===== src/rtl/ppm_map.svh =====
// Purpose: Offsets, field positions and reset values of the port pin mux
// Assumes: Address is {port[3:0], select[2:0]}, one byte per register
// Notes: Definitions only, guarded against double inclusion
`ifndef PPM_MAP_SVH
`define PPM_MAP_SVH

// Geometry: ten port slots of eight bits, slot 3 is not fitted
`define PPM_NUM_PORTS 10
`define PPM_NUM_PINS 80
`define PPM_ADDR_W 7

// Register selects inside one port
`define PPM_SEL_DATA 3'h0
`define PPM_SEL_CFG0 3'h1
`define PPM_SEL_CFG1 3'h2
`define PPM_SEL_CFG2 3'h3
`define PPM_SEL_PIN 3'h4
`define PPM_SEL_ALT 3'h5

// Capability masks, bit n is port n
`define PPM_PORT_EXISTS 10'h3f7
`define PPM_PORT_WPU 10'h3b3
`define PPM_PORT_SCHMITT 10'h3b0
`define PPM_ANALOG_PORT 4'h7
`define PPM_MEM_AD_PORT 4'h0
`define PPM_MEM_HI_PORT 4'h1

// Reset values
`define PPM_DATA_RST 8'hff
`define PPM_CFG_RST 8'h00
`define PPM_ALT_RST 8'h00
`define PPM_AF_IN_IDLE 1'b1

// Alternate function pins, index = port * 8 + bit
`define PPM_PIN_P4_2 7'h22
`define PPM_PIN_P4_3 7'h23
`define PPM_PIN_P4_4 7'h24
`define PPM_PIN_P4_5 7'h25
`define PPM_PIN_P4_6 7'h26
`define PPM_PIN_P4_7 7'h27
`define PPM_PIN_P5_1 7'h29
`define PPM_PIN_P5_4 7'h2c
`define PPM_PIN_P5_5 7'h2d
`define PPM_PIN_P5_6 7'h2e
`define PPM_PIN_P5_7 7'h2f
`define PPM_PIN_P9_4 7'h4c
`define PPM_PIN_P9_5 7'h4d

`endif


===== src/rtl/ppm_pkg.sv =====
// Purpose: Types shared by the port pin mux files
// Assumes: Nothing is imported, users write ppm_pkg::name
// Notes: Pin mode is one-hot so each mode test is a single bit
package ppm_pkg;

  // Decoded operating mode of one pin
  typedef enum logic [4:0] {
    PPM_MODE_BIDIR = 5'h01,
    PPM_MODE_INPUT = 5'h02,
    PPM_MODE_OUTPUT = 5'h04,
    PPM_MODE_AF = 5'h08,
    PPM_MODE_ANALOG = 5'h10
  } ppm_mode_t;

endpackage


===== src/rtl/ppm_port_mux.sv =====
// Purpose: Port pin configuration registers and alternate function multiplexing
// Assumes: Pins are asynchronous; peripherals share the core clock
// Notes: Pin index is port * 8 + bit; port slot 3 has no pins and no registers
//
// The implementer's own choices: the address map and the address-and-strobe port.
`timescale 1ns/1ns
`include "ppm_map.svh"

// What this block does
// [RULE1] Each pin bit is configured on its own as input, output or bidirectional
// [RULE2] Pins without Schmitt input take TTL or CMOS threshold from threshold bit
// [RULE3] Ports 4, 5, 7, 8, 9 use Schmitt input except port 7 pins in analog mode, threshold bit ignored
// [RULE4] Outputs are push-pull or open-drain; open-drain never drives high
// [RULE5] Reset leaves all bits bidirectional; pull-up on ports 0,1,4,5,7,8,9
// [RULE6] At most one alternate function owns or listens to a pin
// [RULE7] Alternate inputs reach their peripheral when it is enabled and the pin is neither analog nor alternate-driven
// [RULE8] Converter inputs connect only on explicit configuration, never by enable
// [RULE9] Alternate outputs drive the pin only when software selects alternate mode
// [RULE10] Code threshold 1, mode 01 gives a Schmitt input, e.g. serial receive
// [RULE11] Code threshold 0, mode 11 gives push-pull alternate output, e.g. transmit
// [RULE12] Code 111 on converter pins connects the analog input
// [RULE13] Code 011 on memory pins gives bidirectional bus under memory control
// [RULE14] Port 0 carries address/data 0-7, port 1 address 8-15 in order
// [RULE15] Port 5 pins carry the listed timer, serial and clock functions
// [RULE16] A configuration write reaches the pin one cycle later without glitches
// [RULE17] Software writes all three configuration bits before enabling the peripheral
module ppm_port_mux (
  input wire logic i_ref_clk, // Core clock, 100 MHz
  input wire logic i_reset_n, // Async reset, active low
  input wire logic i_clk_en, // Freezes all state when low
  input wire logic [`PPM_ADDR_W-1:0] i_addr, // Register address {port, select}
  input wire logic [7:0] i_wdata, // Write data
  input wire logic i_wr, // Write strobe
  input wire logic i_rd, // Read strobe
  output logic [7:0] o_rdata, // Read data, cycle after the strobe
  input wire logic [`PPM_NUM_PINS-1:0] i_pin_in, // Pad input levels
  output logic [`PPM_NUM_PINS-1:0] o_pin_out, // Pad output values
  output logic [`PPM_NUM_PINS-1:0] o_pin_oe, // Pad output enables
  output logic [`PPM_NUM_PINS-1:0] o_pin_weak_pullup, // Weak pull-up enables
  output logic [`PPM_NUM_PINS-1:0] o_pin_schmitt, // Schmitt input selected
  output logic [`PPM_NUM_PINS-1:0] o_pin_cmos, // CMOS threshold selected
  output logic [7:0] o_analog_input_sel, // Port 7 pins handed to converter
  input wire logic i_mem_en, // External memory interface active
  input wire logic [7:0] i_mem_addr_data_out, // Multiplexed address/data out
  input wire logic i_mem_addr_data_oe, // Memory drives address/data
  input wire logic [7:0] i_mem_high_addr, // Address bits 8 to 15
  output logic [7:0] o_mem_addr_data_in, // Data read back from port 0
  input wire logic i_internal_clock_out, // Clock for pin 4.2
  input wire logic i_standard_timer_out, // Timer for pin 4.3
  input wire logic i_watchdog_out, // Watchdog for pin 4.4
  input wire logic i_timer0_output_a, // Timer 0 A for pin 4.7
  input wire logic i_timer0_output_b, // Timer 0 B for pin 4.6
  input wire logic i_timer1_output_a, // Timer 1 A for pin 5.4
  input wire logic i_timer1_output_b, // Timer 1 B for pin 5.5
  input wire logic i_timer3_output_a, // Timer 3 A for pin 5.6
  input wire logic i_timer3_output_b, // Timer 3 B for pin 5.7
  input wire logic i_serial0_request_to_send, // Serial 0 RTS for pin 5.5
  input wire logic i_serial1_request_to_send, // Serial 1 RTS for pin 5.7
  input wire logic i_serial0_tx_data, // Serial 0 transmit for pin 9.4
  input wire logic [2:0] i_ext_irq_en, // Enables of irq 0, 4, 5
  input wire logic i_spi_en, // Serial peripheral enabled
  input wire logic i_serial0_en, // Serial 0 enabled
  input wire logic i_serial1_en, // Serial 1 enabled
  input wire logic i_ext_clock_en, // External clock input in use
  output logic o_ext_irq0, // From pin 4.4
  output logic o_ext_irq4, // From pin 4.5
  output logic o_ext_irq5, // From pin 4.6
  output logic o_serial_periph_data_in, // From pin 5.1
  output logic o_serial0_carrier_detect, // From pin 5.4
  output logic o_serial1_carrier_detect, // From pin 5.6
  output logic o_external_alt_clock_in, // From pin 5.7
  output logic o_serial0_rx_data // From pin 9.5
);

  // Peripheral input: pin level when allowed, idle level otherwise
  function automatic logic route_in(input logic en, input logic ok, input logic lvl);
    return (en & ok) ? lvl : `PPM_AF_IN_IDLE;
  endfunction

  // Port slot present in the package
  function automatic logic port_fitted(input logic [3:0] port);
    logic [9:0] fitted;
    fitted = `PPM_PORT_EXISTS;
    return (port < 4'ha) ? fitted[port] : 1'b0;
  endfunction

  logic [`PPM_NUM_PINS-1:0] data_ff;
  logic [`PPM_NUM_PINS-1:0] cfg0_ff;
  logic [`PPM_NUM_PINS-1:0] cfg1_ff;
  logic [`PPM_NUM_PINS-1:0] cfg2_ff;
  logic [`PPM_NUM_PINS-1:0] alt_ff;
  logic [`PPM_NUM_PINS-1:0] nxt_data;
  logic [`PPM_NUM_PINS-1:0] nxt_cfg0;
  logic [`PPM_NUM_PINS-1:0] nxt_cfg1;
  logic [`PPM_NUM_PINS-1:0] nxt_cfg2;
  logic [`PPM_NUM_PINS-1:0] nxt_alt;
  logic [`PPM_NUM_PINS-1:0] sync1_ff;
  logic [`PPM_NUM_PINS-1:0] sync2_ff;
  logic [`PPM_NUM_PINS-1:0] af_out;
  logic [`PPM_NUM_PINS-1:0] af_oe;
  logic [`PPM_NUM_PINS-1:0] af_has;
  logic [`PPM_NUM_PINS-1:0] in_ok;
  logic [`PPM_NUM_PINS-1:0] is_af;
  logic [`PPM_NUM_PINS-1:0] is_analog;
  ppm_pkg::ppm_mode_t pin_mode [`PPM_NUM_PINS];
  logic [7:0] rd_byte;
  logic [7:0] mem_in_ff;

  // Bus decode
  wire [3:0] bus_port = i_addr[6:3];
  wire [2:0] bus_sel = i_addr[2:0];
  wire port_ok = port_fitted(bus_port);
  wire wr_ok = i_wr & port_ok;
  wire [6:0] base = {bus_port[3:0], 3'h0};

  // Register write: only the addressed byte changes
  always_comb begin
    nxt_data = data_ff;
    nxt_cfg0 = cfg0_ff;
    nxt_cfg1 = cfg1_ff;
    nxt_cfg2 = cfg2_ff;
    nxt_alt = alt_ff;
    if (wr_ok) begin
      case (bus_sel)
        `PPM_SEL_DATA: nxt_data[base +: 8] = i_wdata;
        `PPM_SEL_CFG0: nxt_cfg0[base +: 8] = i_wdata; // RULE1
        `PPM_SEL_CFG1: nxt_cfg1[base +: 8] = i_wdata; // RULE1
        `PPM_SEL_CFG2: nxt_cfg2[base +: 8] = i_wdata; // RULE1
        `PPM_SEL_ALT: nxt_alt[base +: 8] = i_wdata;
        default: nxt_data = data_ff; // Pin register is read only
      endcase
    end
  end

  // Read mux; unfitted ports and unused selects read zero
  always_comb begin
    rd_byte = 8'h00;
    if (port_ok) begin
      case (bus_sel)
        `PPM_SEL_DATA: rd_byte = data_ff[base +: 8];
        `PPM_SEL_CFG0: rd_byte = cfg0_ff[base +: 8];
        `PPM_SEL_CFG1: rd_byte = cfg1_ff[base +: 8];
        `PPM_SEL_CFG2: rd_byte = cfg2_ff[base +: 8];
        `PPM_SEL_PIN: rd_byte = sync2_ff[base +: 8];
        `PPM_SEL_ALT: rd_byte = alt_ff[base +: 8];
        default: rd_byte = 8'h00;
      endcase
    end
  end

  // Configuration registers; reset value 000 makes every bit bidirectional
  always_ff @(posedge i_ref_clk or negedge i_reset_n) begin
    if (!i_reset_n) begin
      data_ff <= {`PPM_NUM_PORTS{`PPM_DATA_RST}};
      cfg0_ff <= {`PPM_NUM_PORTS{`PPM_CFG_RST}}; // RULE5
      cfg1_ff <= {`PPM_NUM_PORTS{`PPM_CFG_RST}}; // RULE5
      cfg2_ff <= {`PPM_NUM_PORTS{`PPM_CFG_RST}}; // RULE5
      alt_ff <= {`PPM_NUM_PORTS{`PPM_ALT_RST}};
    end else if (i_clk_en) begin
      data_ff <= nxt_data;
      cfg0_ff <= nxt_cfg0;
      cfg1_ff <= nxt_cfg1;
      cfg2_ff <= nxt_cfg2;
      alt_ff <= nxt_alt;
    end
  end

  // Read data stands only in the cycle after the strobe
  always_ff @(posedge i_ref_clk or negedge i_reset_n) begin
    if (!i_reset_n) begin
      o_rdata <= 8'h00;
    end else if (i_clk_en) begin
      o_rdata <= i_rd ? rd_byte : 8'h00;
    end
  end

  // Two-flop synchroniser on every pad input
  always_ff @(posedge i_ref_clk or negedge i_reset_n) begin
    if (!i_reset_n) begin
      sync1_ff <= '0;
      sync2_ff <= '0;
    end else if (i_clk_en) begin
      sync1_ff <= i_pin_in;
      sync2_ff <= sync1_ff;
    end
  end

  // Alternate output sources; the select bit picks one of two
  always_comb begin
    af_out = '0;
    af_oe = '0;
    af_has = '0;
    // Memory bus: port 0 turns around, port 1 drives whenever i_mem_en is high
    af_out[7:0] = i_mem_addr_data_out; // RULE14
    af_oe[7:0] = {8{i_mem_en & i_mem_addr_data_oe}}; // RULE13
    af_has[7:0] = 8'hff;
    af_out[15:8] = i_mem_high_addr; // RULE14
    af_oe[15:8] = {8{i_mem_en}};
    af_has[15:8] = 8'hff;
    // Port 4 outputs
    af_out[`PPM_PIN_P4_2] = i_internal_clock_out;
    af_out[`PPM_PIN_P4_3] = i_standard_timer_out;
    af_out[`PPM_PIN_P4_4] = i_watchdog_out;
    af_out[`PPM_PIN_P4_6] = i_timer0_output_b;
    af_out[`PPM_PIN_P4_7] = i_timer0_output_a;
    af_has[`PPM_PIN_P4_2] = 1'b1;
    af_has[`PPM_PIN_P4_3] = 1'b1;
    af_has[`PPM_PIN_P4_4] = 1'b1;
    af_has[`PPM_PIN_P4_6] = 1'b1;
    af_has[`PPM_PIN_P4_7] = 1'b1;
    // Port 5 outputs, each two-way choice gives one source
    af_out[`PPM_PIN_P5_4] = i_timer1_output_a; // RULE15
    af_out[`PPM_PIN_P5_5] = alt_ff[`PPM_PIN_P5_5] ? i_timer1_output_b : i_serial0_request_to_send; // RULE6 RULE15
    af_out[`PPM_PIN_P5_6] = i_timer3_output_a; // RULE15
    af_out[`PPM_PIN_P5_7] = alt_ff[`PPM_PIN_P5_7] ? i_timer3_output_b : i_serial1_request_to_send; // RULE6 RULE15
    af_has[`PPM_PIN_P5_4] = 1'b1;
    af_has[`PPM_PIN_P5_5] = 1'b1;
    af_has[`PPM_PIN_P5_6] = 1'b1;
    af_has[`PPM_PIN_P5_7] = 1'b1;
    // Port 9 serial transmit
    af_out[`PPM_PIN_P9_4] = i_serial0_tx_data; // RULE11
    af_has[`PPM_PIN_P9_4] = 1'b1;
    // Ordinary alternate outputs drive whenever selected
    af_oe[`PPM_NUM_PINS-1:16] = af_has[`PPM_NUM_PINS-1:16];
  end

  // One cell per pin; capabilities follow the port masks
  for (genvar g = 0; g < `PPM_NUM_PINS; g++) begin : g_pin
    localparam logic [9:0] WPU_MASK = `PPM_PORT_WPU;
    localparam logic [9:0] SCH_MASK = `PPM_PORT_SCHMITT;
    ppm_pin_cell #(
      .P_WPU(WPU_MASK[g / 8]),
      .P_SCHMITT(SCH_MASK[g / 8]),
      .P_ANALOG((g / 8) == `PPM_ANALOG_PORT)
    ) u_cell (
      .i_ref_clk(i_ref_clk),
      .i_reset_n(i_reset_n),
      .i_clk_en(i_clk_en),
      .i_cfg_thr(cfg2_ff[g]),
      .i_cfg_m1(cfg1_ff[g]),
      .i_cfg_m0(cfg0_ff[g]),
      .i_latch(data_ff[g]),
      .i_af_out(af_out[g]),
      .i_af_oe(af_oe[g]),
      .i_af_has(af_has[g]),
      .o_pin_out(o_pin_out[g]),
      .o_pin_oe(o_pin_oe[g]),
      .o_pullup(o_pin_weak_pullup[g]),
      .o_schmitt(o_pin_schmitt[g]),
      .o_cmos(o_pin_cmos[g]),
      .o_analog(),
      .o_mode(pin_mode[g])
    );
    // Alternate-driven and analog pins feed no alternate input
    assign is_af[g] = (pin_mode[g] == ppm_pkg::PPM_MODE_AF);
    assign is_analog[g] = (pin_mode[g] == ppm_pkg::PPM_MODE_ANALOG);
    assign in_ok[g] = ~is_analog[g] & ~(is_af[g] & af_has[g]); // RULE6
  end

  // Converter select follows the pin code, not the converter enable
  assign o_analog_input_sel = is_analog[63:56]; // RULE8

  // Alternate inputs routed implicitly by peripheral enable
  always_ff @(posedge i_ref_clk or negedge i_reset_n) begin
    if (!i_reset_n) begin
      o_ext_irq0 <= `PPM_AF_IN_IDLE;
      o_ext_irq4 <= `PPM_AF_IN_IDLE;
      o_ext_irq5 <= `PPM_AF_IN_IDLE;
      o_serial_periph_data_in <= `PPM_AF_IN_IDLE;
      o_serial0_carrier_detect <= `PPM_AF_IN_IDLE;
      o_serial1_carrier_detect <= `PPM_AF_IN_IDLE;
      o_external_alt_clock_in <= `PPM_AF_IN_IDLE;
      o_serial0_rx_data <= `PPM_AF_IN_IDLE;
    end else if (i_clk_en) begin
      o_ext_irq0 <= route_in(i_ext_irq_en[0], in_ok[`PPM_PIN_P4_4], sync2_ff[`PPM_PIN_P4_4]); // RULE7
      o_ext_irq4 <= route_in(i_ext_irq_en[1], in_ok[`PPM_PIN_P4_5], sync2_ff[`PPM_PIN_P4_5]); // RULE7
      o_ext_irq5 <= route_in(i_ext_irq_en[2], in_ok[`PPM_PIN_P4_6], sync2_ff[`PPM_PIN_P4_6]); // RULE7
      o_serial_periph_data_in <= route_in(i_spi_en, in_ok[`PPM_PIN_P5_1], sync2_ff[`PPM_PIN_P5_1]); // RULE15
      o_serial0_carrier_detect <= route_in(i_serial0_en, in_ok[`PPM_PIN_P5_4], sync2_ff[`PPM_PIN_P5_4]); // RULE15
      o_serial1_carrier_detect <= route_in(i_serial1_en, in_ok[`PPM_PIN_P5_6], sync2_ff[`PPM_PIN_P5_6]); // RULE15
      o_external_alt_clock_in <= route_in(i_ext_clock_en, in_ok[`PPM_PIN_P5_7], sync2_ff[`PPM_PIN_P5_7]); // RULE15
      o_serial0_rx_data <= route_in(i_serial0_en, in_ok[`PPM_PIN_P9_5], sync2_ff[`PPM_PIN_P9_5]); // RULE7 RULE10
    end
  end

  // Memory read data only from port 0 bits set to the alternate code
  always_ff @(posedge i_ref_clk or negedge i_reset_n) begin
    if (!i_reset_n) begin
      mem_in_ff <= 8'h00;
    end else if (i_clk_en) begin
      mem_in_ff <= sync2_ff[7:0] & is_af[7:0]; // RULE13 RULE14
    end
  end
  assign o_mem_addr_data_in = mem_in_ff;

endmodule


===== src/rtl/ppm_pin_cell.sv =====
// Purpose: One pin: decodes its configuration and drives the pad controls
// Assumes: Capabilities of the pin are fixed by parameters
// Notes: All pad controls come from flops so unchanged pins never glitch
`timescale 1ns/1ns
module ppm_pin_cell #(
  parameter bit P_WPU = 1'b0,
  parameter bit P_SCHMITT = 1'b0,
  parameter bit P_ANALOG = 1'b0
) (
  input wire logic i_ref_clk, // Core clock
  input wire logic i_reset_n, // Async reset, active low
  input wire logic i_clk_en, // Freezes state when low
  input wire logic i_cfg_thr, // Threshold select bit
  input wire logic i_cfg_m1, // Mode bit 1
  input wire logic i_cfg_m0, // Mode bit 0
  input wire logic i_latch, // General purpose output latch
  input wire logic i_af_out, // Alternate function output value
  input wire logic i_af_oe, // Alternate function wants to drive
  input wire logic i_af_has, // Pin owns an alternate output
  output logic o_pin_out, // Pad output value
  output logic o_pin_oe, // Pad output enable
  output logic o_pullup, // Weak pull-up enable
  output logic o_schmitt, // Schmitt input in use
  output logic o_cmos, // CMOS threshold in use
  output logic o_analog, // Pad handed to the converter
  output ppm_pkg::ppm_mode_t o_mode // Decoded mode, combinational
);

  // Three configuration bits to a mode
  function automatic ppm_pkg::ppm_mode_t decode_mode(input logic thr, input logic m1, input logic m0);
    ppm_pkg::ppm_mode_t m;
    m = ppm_pkg::PPM_MODE_BIDIR;
    case ({m1, m0})
      2'h0: m = ppm_pkg::PPM_MODE_BIDIR;
      2'h1: m = ppm_pkg::PPM_MODE_INPUT; // RULE10
      2'h2: m = ppm_pkg::PPM_MODE_OUTPUT;
      2'h3: m = (thr & P_ANALOG) ? ppm_pkg::PPM_MODE_ANALOG : ppm_pkg::PPM_MODE_AF; // RULE11 RULE12 RULE13
      default: m = ppm_pkg::PPM_MODE_BIDIR;
    endcase
    return m;
  endfunction

  wire mode_bidir;
  wire mode_out;
  wire mode_af;
  wire mode_analog;
  wire od_sel;
  wire out_val;
  wire drive_en;
  wire nxt_pin_out;
  wire nxt_pin_oe;

  // Mode decode and pad control
  assign o_mode = decode_mode(i_cfg_thr, i_cfg_m1, i_cfg_m0); // RULE1
  assign mode_bidir = (o_mode == ppm_pkg::PPM_MODE_BIDIR);
  assign mode_out = (o_mode == ppm_pkg::PPM_MODE_OUTPUT);
  assign mode_af = (o_mode == ppm_pkg::PPM_MODE_AF);
  assign mode_analog = (o_mode == ppm_pkg::PPM_MODE_ANALOG);
  // Bidirectional lines only pull low; outside drivers own the high level
  assign od_sel = mode_bidir | (i_cfg_thr & (mode_out | mode_af)); // RULE4
  assign out_val = mode_af ? i_af_out : i_latch; // RULE9
  assign drive_en = mode_bidir | mode_out | (mode_af & i_af_has & i_af_oe); // RULE9
  assign nxt_pin_oe = drive_en & (~od_sel | ~out_val); // RULE4
  assign nxt_pin_out = od_sel ? 1'b0 : out_val; // RULE4

  // Registered pad controls
  always_ff @(posedge i_ref_clk or negedge i_reset_n) begin
    if (!i_reset_n) begin
      o_pin_out <= 1'b0;
      o_pin_oe <= 1'b0;
      o_pullup <= P_WPU; // RULE5
      o_schmitt <= P_SCHMITT;
      o_cmos <= 1'b0;
      o_analog <= 1'b0;
    end else if (i_clk_en) begin
      o_pin_out <= nxt_pin_out; // RULE16
      o_pin_oe <= nxt_pin_oe; // RULE16
      o_pullup <= P_WPU & mode_bidir; // RULE5
      o_schmitt <= P_SCHMITT & ~mode_analog; // RULE3
      o_cmos <= ~P_SCHMITT & i_cfg_thr & ~mode_analog; // RULE2 RULE3
      o_analog <= mode_analog; // RULE8 RULE12
    end
  end

endmodule


===== config.mk =====
export PLATFORM = sky130hd
export DESIGN_NAME = ppm_port_mux
export DESIGN_NICKNAME = d
export VERILOG_FILES = /design/src/rtl/ppm_pkg.sv /design/src/rtl/ppm_port_mux.sv /design/src/rtl/ppm_pin_cell.sv
export VERILOG_INCLUDE_DIRS = /design/src /design/src/rtl
export SDC_FILE = /design/constraint.sdc
export NUM_CORES = 1
export LEC_CHECK = 0
export BUFFER_PORTS_ARGS = -buffer_cell sky130_fd_sc_hd__buf_2
export CORE_MARGIN = 1.5
export CORE_UTILIZATION = 40
export CTS_CLUSTER_DIAMETER = 80
export DETAILED_ROUTE_END_ITERATION = 10
export GPL_ROUTABILITY_DRIVEN = 0
export PLACE_DENSITY = 0.64
export SETUP_SLACK_MARGIN = 0.4
export SYNTH_ARGS = -nofsm -noshare
export SYNTH_HDL_FRONTEND = slang
export SYNTH_SLANG_ARGS = --single-unit

===== constraint.sdc =====
create_clock -name i_ref_clk -period 2.26 [get_ports i_ref_clk]
set_input_delay 0.226 -clock i_ref_clk [delete_from_list [all_inputs] [get_ports i_ref_clk]]
set_output_delay 0.226 -clock i_ref_clk [all_outputs]
set_load 0.005 [all_outputs]

* Yosys cells after proc, flatten, opt, wreduce, memory -nomap -nowiden
Memories as Yosys holds them, arrays and structs flattened.
Index checks and enable logic that the tools add are counted.
** Operators by class
- Multipliers :: 0
- Add/subtract/negate cells :: 1
- Shift-type cells :: 8
- Eq/ne operators :: 565
- Bitwise operators :: 823
- Reductions and logical operators :: 86
- Div/mod/pow operators :: 0
- Magnitude comparators :: 2
- Multiplexer cells :: 268
** Operator list (count)
- 5-bit case mux with 4 select lines :: 80
- 80-bit by 8-bit variable part select with 8-bit output :: 6
- 80-bit bitwise mux :: 5
- 5-bit by 1-bit equality test with 1-bit output, second input constant :: 80
- 5-bit by 3-bit equality test with 1-bit output, second input constant :: 80
- 5-bit by 4-bit equality test with 1-bit output, second input constant :: 80
- 5-bit equality test, second input constant :: 80
- 1-bit bitwise OR :: 346
- 2-bit equality test, second input constant :: 160
- 1-bit inverter :: 245
- 1-bit bitwise AND :: 231
- 1-bit 2-to-1 mux :: 172
- 2-bit by 1-bit equality test with 1-bit output, second input constant :: 80
- 2-bit logical NOT :: 80
- 8-bit by 9-bit variable shift with 80-bit output, first input constant :: 1
- 8-bit by 9-bit variable part select with 80-bit output :: 1
- 8-bit case mux with 6 select lines :: 1
- 5-bit 2-to-1 mux :: 8
- 8-bit 2-to-1 mux :: 2
- 3-bit AND reduction :: 5
- 7-bit negator with 9-bit output :: 1
- 8-bit bitwise AND :: 1
- 3-bit by 2-bit equality test with 1-bit output, second input constant :: 2
- 3-bit equality test, second input constant :: 2
- other kinds (4) :: 4
** Storage, ports and cells
- Memories :: 1
- Bits in writable memories :: 0
- ROM bits :: 16
- Bits in latches :: 0
- Register bits after elaboration :: 880
- Output and inout bits :: 432
** Memory list
- (no name shown) :: depth 16, width 1, rd ports 1, clocked after Yosys merged registers in 0, write ports 0, line ppm_port_mux.sv:84 : return (port < 4'ha) ? fitted[port] : 1'b0;

* Longest topological paths before layout
- Depth after elaboration :: 9
- Gate-level depth with buffers :: 10
- Depth with buffers taken out :: 7

* Cells and area by module
A second synthesis with hierarchy kept.
** Unflattened totals
- Cells, all modules :: 4251
- Area total of the unflattened synthesis :: 46808.6 µm²
** By module, submodules not included
- ppm_port_mux :: instances 1, area an instance 28190.8 µm², cells an instance 2115
- ppm_pin_cell at g_pin[32].u_cell ... :: instances 32, area an instance 226.5 µm², cells an instance 27
- ppm_pin_cell at g_pin[16].u_cell ... :: instances 24, area an instance 214.0 µm², cells an instance 25
- ppm_pin_cell at g_pin[0].u_cell ... :: instances 16, area an instance 250.2 µm², cells an instance 27
- ppm_pin_cell at g_pin[56].u_cell ... :: instances 8, area an instance 279.0 µm², cells an instance 30

* Worst setup path after synthesis
OpenSTA, ideal clock, no wires.
- Kind :: input port to flip-flop
- Start :: input port i_addr[3]
- End :: register cfg0_ff[32]
- Path buffers :: 3
- Arrival time :: 2.525 ns
- Stages on the path :: 9
- Setup slack :: -0.390 ns
- Data required time :: 2.135 ns
- Library setup time :: 0.125 ns
- Cell sequence :: inv_1 > clkbuf_1 > clkbuf_1 > ha_1 > clkbuf_1 > nor3_2 > nand2_2 > nor2_8 > mux2_2
** Between the ends
- Longest elaborated chain between the ends :: 5
** RTL lines
- start, declared :: line ppm_port_mux.sv:31 : input wire logic [`PPM_ADDR_W-1:0] i_addr,
- branches (longest 5 deep; another with 7-bit negator with 9-bit output)
- end signal, assigned :: line ppm_port_mux.sv:155 : cfg0_ff <= {`PPM_NUM_PORTS{`PPM_CFG_RST}};
- end signal, assigned :: line ppm_port_mux.sv:161 : cfg0_ff <= nxt_cfg0;
- end, declared :: line ppm_port_mux.sv:88 : logic [`PPM_NUM_PINS-1:0] cfg0_ff;
Parallel ways; which one is timed is not known. The select of a mux whose other input is x is not followed.
A chain may end at the register's enable or synchronous reset.

* Final worst setup path
- Start :: input port i_addr[1]
- End :: register o_rdata[3]
** Between the ends
- Longest elaborated chain between the ends :: 4
** RTL lines
- 3-bit equality test (tied with other cells) :: line ppm_port_mux.sv:139 : case (bus_sel)
- 8-bit case mux with 6 select lines (*) :: line ppm_port_mux.sv:139
- 8-bit 2-to-1 mux (*) :: line ppm_port_mux.sv:138 : if (port_ok) begin
- 8-bit 2-to-1 mux (*) :: line ppm_port_mux.sv:173 : o_rdata <= i_rd ? rd_byte : 8'h00;
- end signal, assigned :: line ppm_port_mux.sv:173
- end, declared :: line ppm_port_mux.sv:35 : output logic [7:0] o_rdata,
Every way passes the cells marked *; elsewhere a longest branch is shown, timed or not.

==> results.md <==
### Floorplan
* **initial core utilization** 40.3%
* **standard-cell row count** 120
* **Die W** 331 microns
* **area enclosed by the die boundary** 0.110 sq mm
* **area of the core** 0.107 sq mm
* **io pins** 569
* **chip height** 331 microns

### Global route
* **first-pass GRT wire length** 219,000 microns
* **number of global-route vias before repair** 30,700
* **Total Routing Usage GR** 26.8%
* **maximum number of pins on one net before global-route repair** 118
* **number of antenna violations at the first check in global routing** 14
* **total overflow reported by the global router** 0

### Route
* **vias post-DR** 31,500
* **post-route antenna net violation count** 0
* **DRC violation count after routing** 0
* **DRT Pass-1 Iters** 6
* **initial drt markers** 2,987
* **total wirelength of the detailed-routed design** 149,000 microns
* **DR vias/cell** 5.60
* **average detailed-routed wire length per instance** 26.5 microns

### Final layout
* **synthesis-to-finish area growth** 20.1%
* **ratio of cells with drive above 1 in the final layout** 42.9%
* **final instance area** 0.0518 sq mm
* **Final #Nets** 4,283
* **post-route core utilization** 48.4%

### STA
* **Max Clock Skew** 31.8 ps
* **RSZ-0062 raised after global routing** yes
* **pin slew with the least headroom to its limit** 905 ps
* **count of endpoints failing hold in the final timing report** 0
* **fmax** 522 MHz
* **final total negative setup slack** 0 ps
* **number of max-slew violations in the final report** 0
* **worst rel slew slack** 39.7%
* **final critical path time including I/O delays and setup** 1920 ps
* **Setup violations, final** 0
* **share of the cycle needed by the critical path after routing** 84.8%

### Setup path
* **endpoint required time on the critical path** 2840 ps
* **worst-path cell chain** buf_4 > buf_12 > or2_0 > buf_4 > o21ai_0 > buf_4 > a21oi_1 > o21ai_0 > a31oi_1 > o41ai_1
* **delay of the slowest cell on the worst path** 410 ps
* **largest fanout of any net on the critical path** 11
* **slowest CP cell** or2_0
* **most common cell type on the critical path** buf_4
* **Arr. time, crit path** 2490 ps
* **crit end category** flip-flop
* **worst reg2reg setup slack** 390 ps
* **WS Path Type** in2reg
* **type of origin of the critical path** primary input

### Placed design
* **detailed-placement wirelength estimate** 112,000 microns
* **Area after DPL** 0.0472 sq mm
* **count of port buffers added during placement** 432

### Synth
* **average footprint of a synthesized cell** 11.7 sq um
* **share of the synthesized area in the top cell type** 40.4%
* **post-synth top area cell** dfrtp_1
* **share of the yosys chip area belonging to registers** 49.7%
* **ranking of synthesized cells by instance count** dfrtp_1 (696), mux2_2 (600), buf_4 (429)
* **total of flip-flops plus latches after synthesis** 848
* **number of instances in the synthesized netlist** 3,687
* **unique cell type count in the Yosys netlist** 89
* **fraction of registers with async set/reset** 100%
* **Mapped Area** 0.0431 sq mm
* **count of yosys warnings during synthesis** 0
* **EDFF count, synth** 0
* **leading cell type by number of instances after synthesis** dfrtp_1
* **leading cell types by total area after synthesis** dfrtp_1 (40%), mux2_2 (16%), dfstp_2 (9.3%)
* **Top FF cell, synth** dfrtp_1

### Clock network
* **buffers from clock root to sink, at most** 3
* **number of clock sinks** 848
* **# H-tree levels** 3
* **clock root buffer** clkbuf_16
* **clock-pin slew on the worst setup and hold paths** 60 ps
* **CTS tree** built
* **worst-skew pair later-pin latency** 680 ps
* **TritonCTS Buffers** 95

### Pwr
* **reported leakage power** 24.2 nW
* **maximum resistive drop on vdd** 0.516 mV
* **power density normalized to cell area** 709 mW/mm^2

### Min path
* **class of the worst hold path** in2async

### Run status
* **run status** finished, final reports clean

### Run
* **max-cap violations** 0

==> power breakdown <==
group	internal (W)	switching [W]
logic	0.00172	0.00230
clock network	0.00955	0.00656
registers	0.0159	0.000671
total	0.0272	0.00954
==> per-stage QoR <==
step           hold WS (ps)  setup slack [ps]  power, W  cells
6_report               27.8               344    0.0367   5626
5_1_grt                29.8               373    0.0379   5626
4_1_cts                9.53               342    0.0368   5620
3_5_place_dp            144              -341    0.0206   5336
3_3_place_gp            144              -388    0.0205   5336
2_1_floorplan         -69.6               277    0.0187   3821
==> state kept, by name, summed over array words and instances (netlist names), 40 cells and up <==
signal / cells
g_pin.u_cell.o_pin_oe: 80
cfg0_ff: 80
g_pin.u_cell.o_cmos: 40
g_pin.u_cell.o_pin_out: 80
sync1_ff: 80
alt_ff: 80
g_pin.u_cell.o_pullup: 56
cfg2_ff: 80
data_ff: 80
cfg1_ff: 80
sync2_ff: 80
==> logic make-up (layout without fill, tap and decap cells) <==
family          count (synthesis)  count (layout)  share of synthesized area, %
other cells                     2             137                        0.0174
buf+inv                       744            1145                          10.5
mux                           696             696                          18.0
flops                         848             848                          49.7
xor+xnor                        9               9                         0.183
fa+ha+maj                       4               4                         0.116
compound gates                801             801                          12.7
simple gates                  583             583                          8.72
==> final cells by class <==
type	count	area, sq um
Antenna cell	1	2.50
Clock buffer	139	2840
Clock inverter	38	432
Fill cell	9581	55100
Inverter	120	468
Multi-Input combinational cell	2229	18500
Sequential cell	848	21400
Tap cell	1403	1760
Timing Repair Buffer	848	6390
==> cells in the final DEF, fill, tap and decap left out, types with 24 or more instances in the layout <==
cell type and instances:
dfrtp_1 672, mux2_2 475, buf_2 427, buf_4 248, o21ai_0 185, dfstp_2 152
mux2_4 139, conb_1 136, a21oi_1 135, nand2_1 125, nor2_1 124, inv_1 115
dlygate4sd3_1 106, clkbuf_16 98, nand2b_1 97, mux2i_1 70, buf_12 65, o31ai_1 62
nand3_1 55, a211oi_1 52, nor2_8 45, a21o_1 43, a221oi_1 41, a31oi_1 30
a22oi_1 28, dfrtp_2 24
==> what timing repair did <==
action / 4_1_cts / 5_1_grt
cloned: 0 / 0
resized for setup: 17 / 54
setup buffers: 1 / 5
pin swaps: 3 / 13
endpoints found under the setup margin: 9 / 68
hold endpoints to repair: 551 / 0
hold buffers: 106 / 0
==> critical path: cells and delay by family <==
family	cells	cell delay, ps
AO/OA/AOI/OAI	5	1080
buffers and inverters	4	780
AND/OR/NAND/NOR	1	410
==> routing by layer <==
metal  track usage [%]  share of wire [%]
met1              38.0                 43
met5             0.217              0.069
met3              6.62                9.4
met4              10.9                4.4
met2              39.2                 43
==> final timing paths <==
path	startpoint	to	cells past startpoint
max	i_addr[1]	o_rdata[3]	10
min	i_reset_n	sync1_ff[40]	2
max reg2reg	cfg2_ff[7]	o_rdata[7]	6
min reg2reg	g_pin[63].u_cell.o_pin_oe	g_pin[63].u_cell.o_pin_oe	1
max in group asynchronous	i_reset_n	data_ff[39]	4
min in group i_ref_clk	i_mem_addr_data_out[6]	g_pin[6].u_cell.o_pin_oe	4
Note: power is estimated with default switching activity, not from simulation.
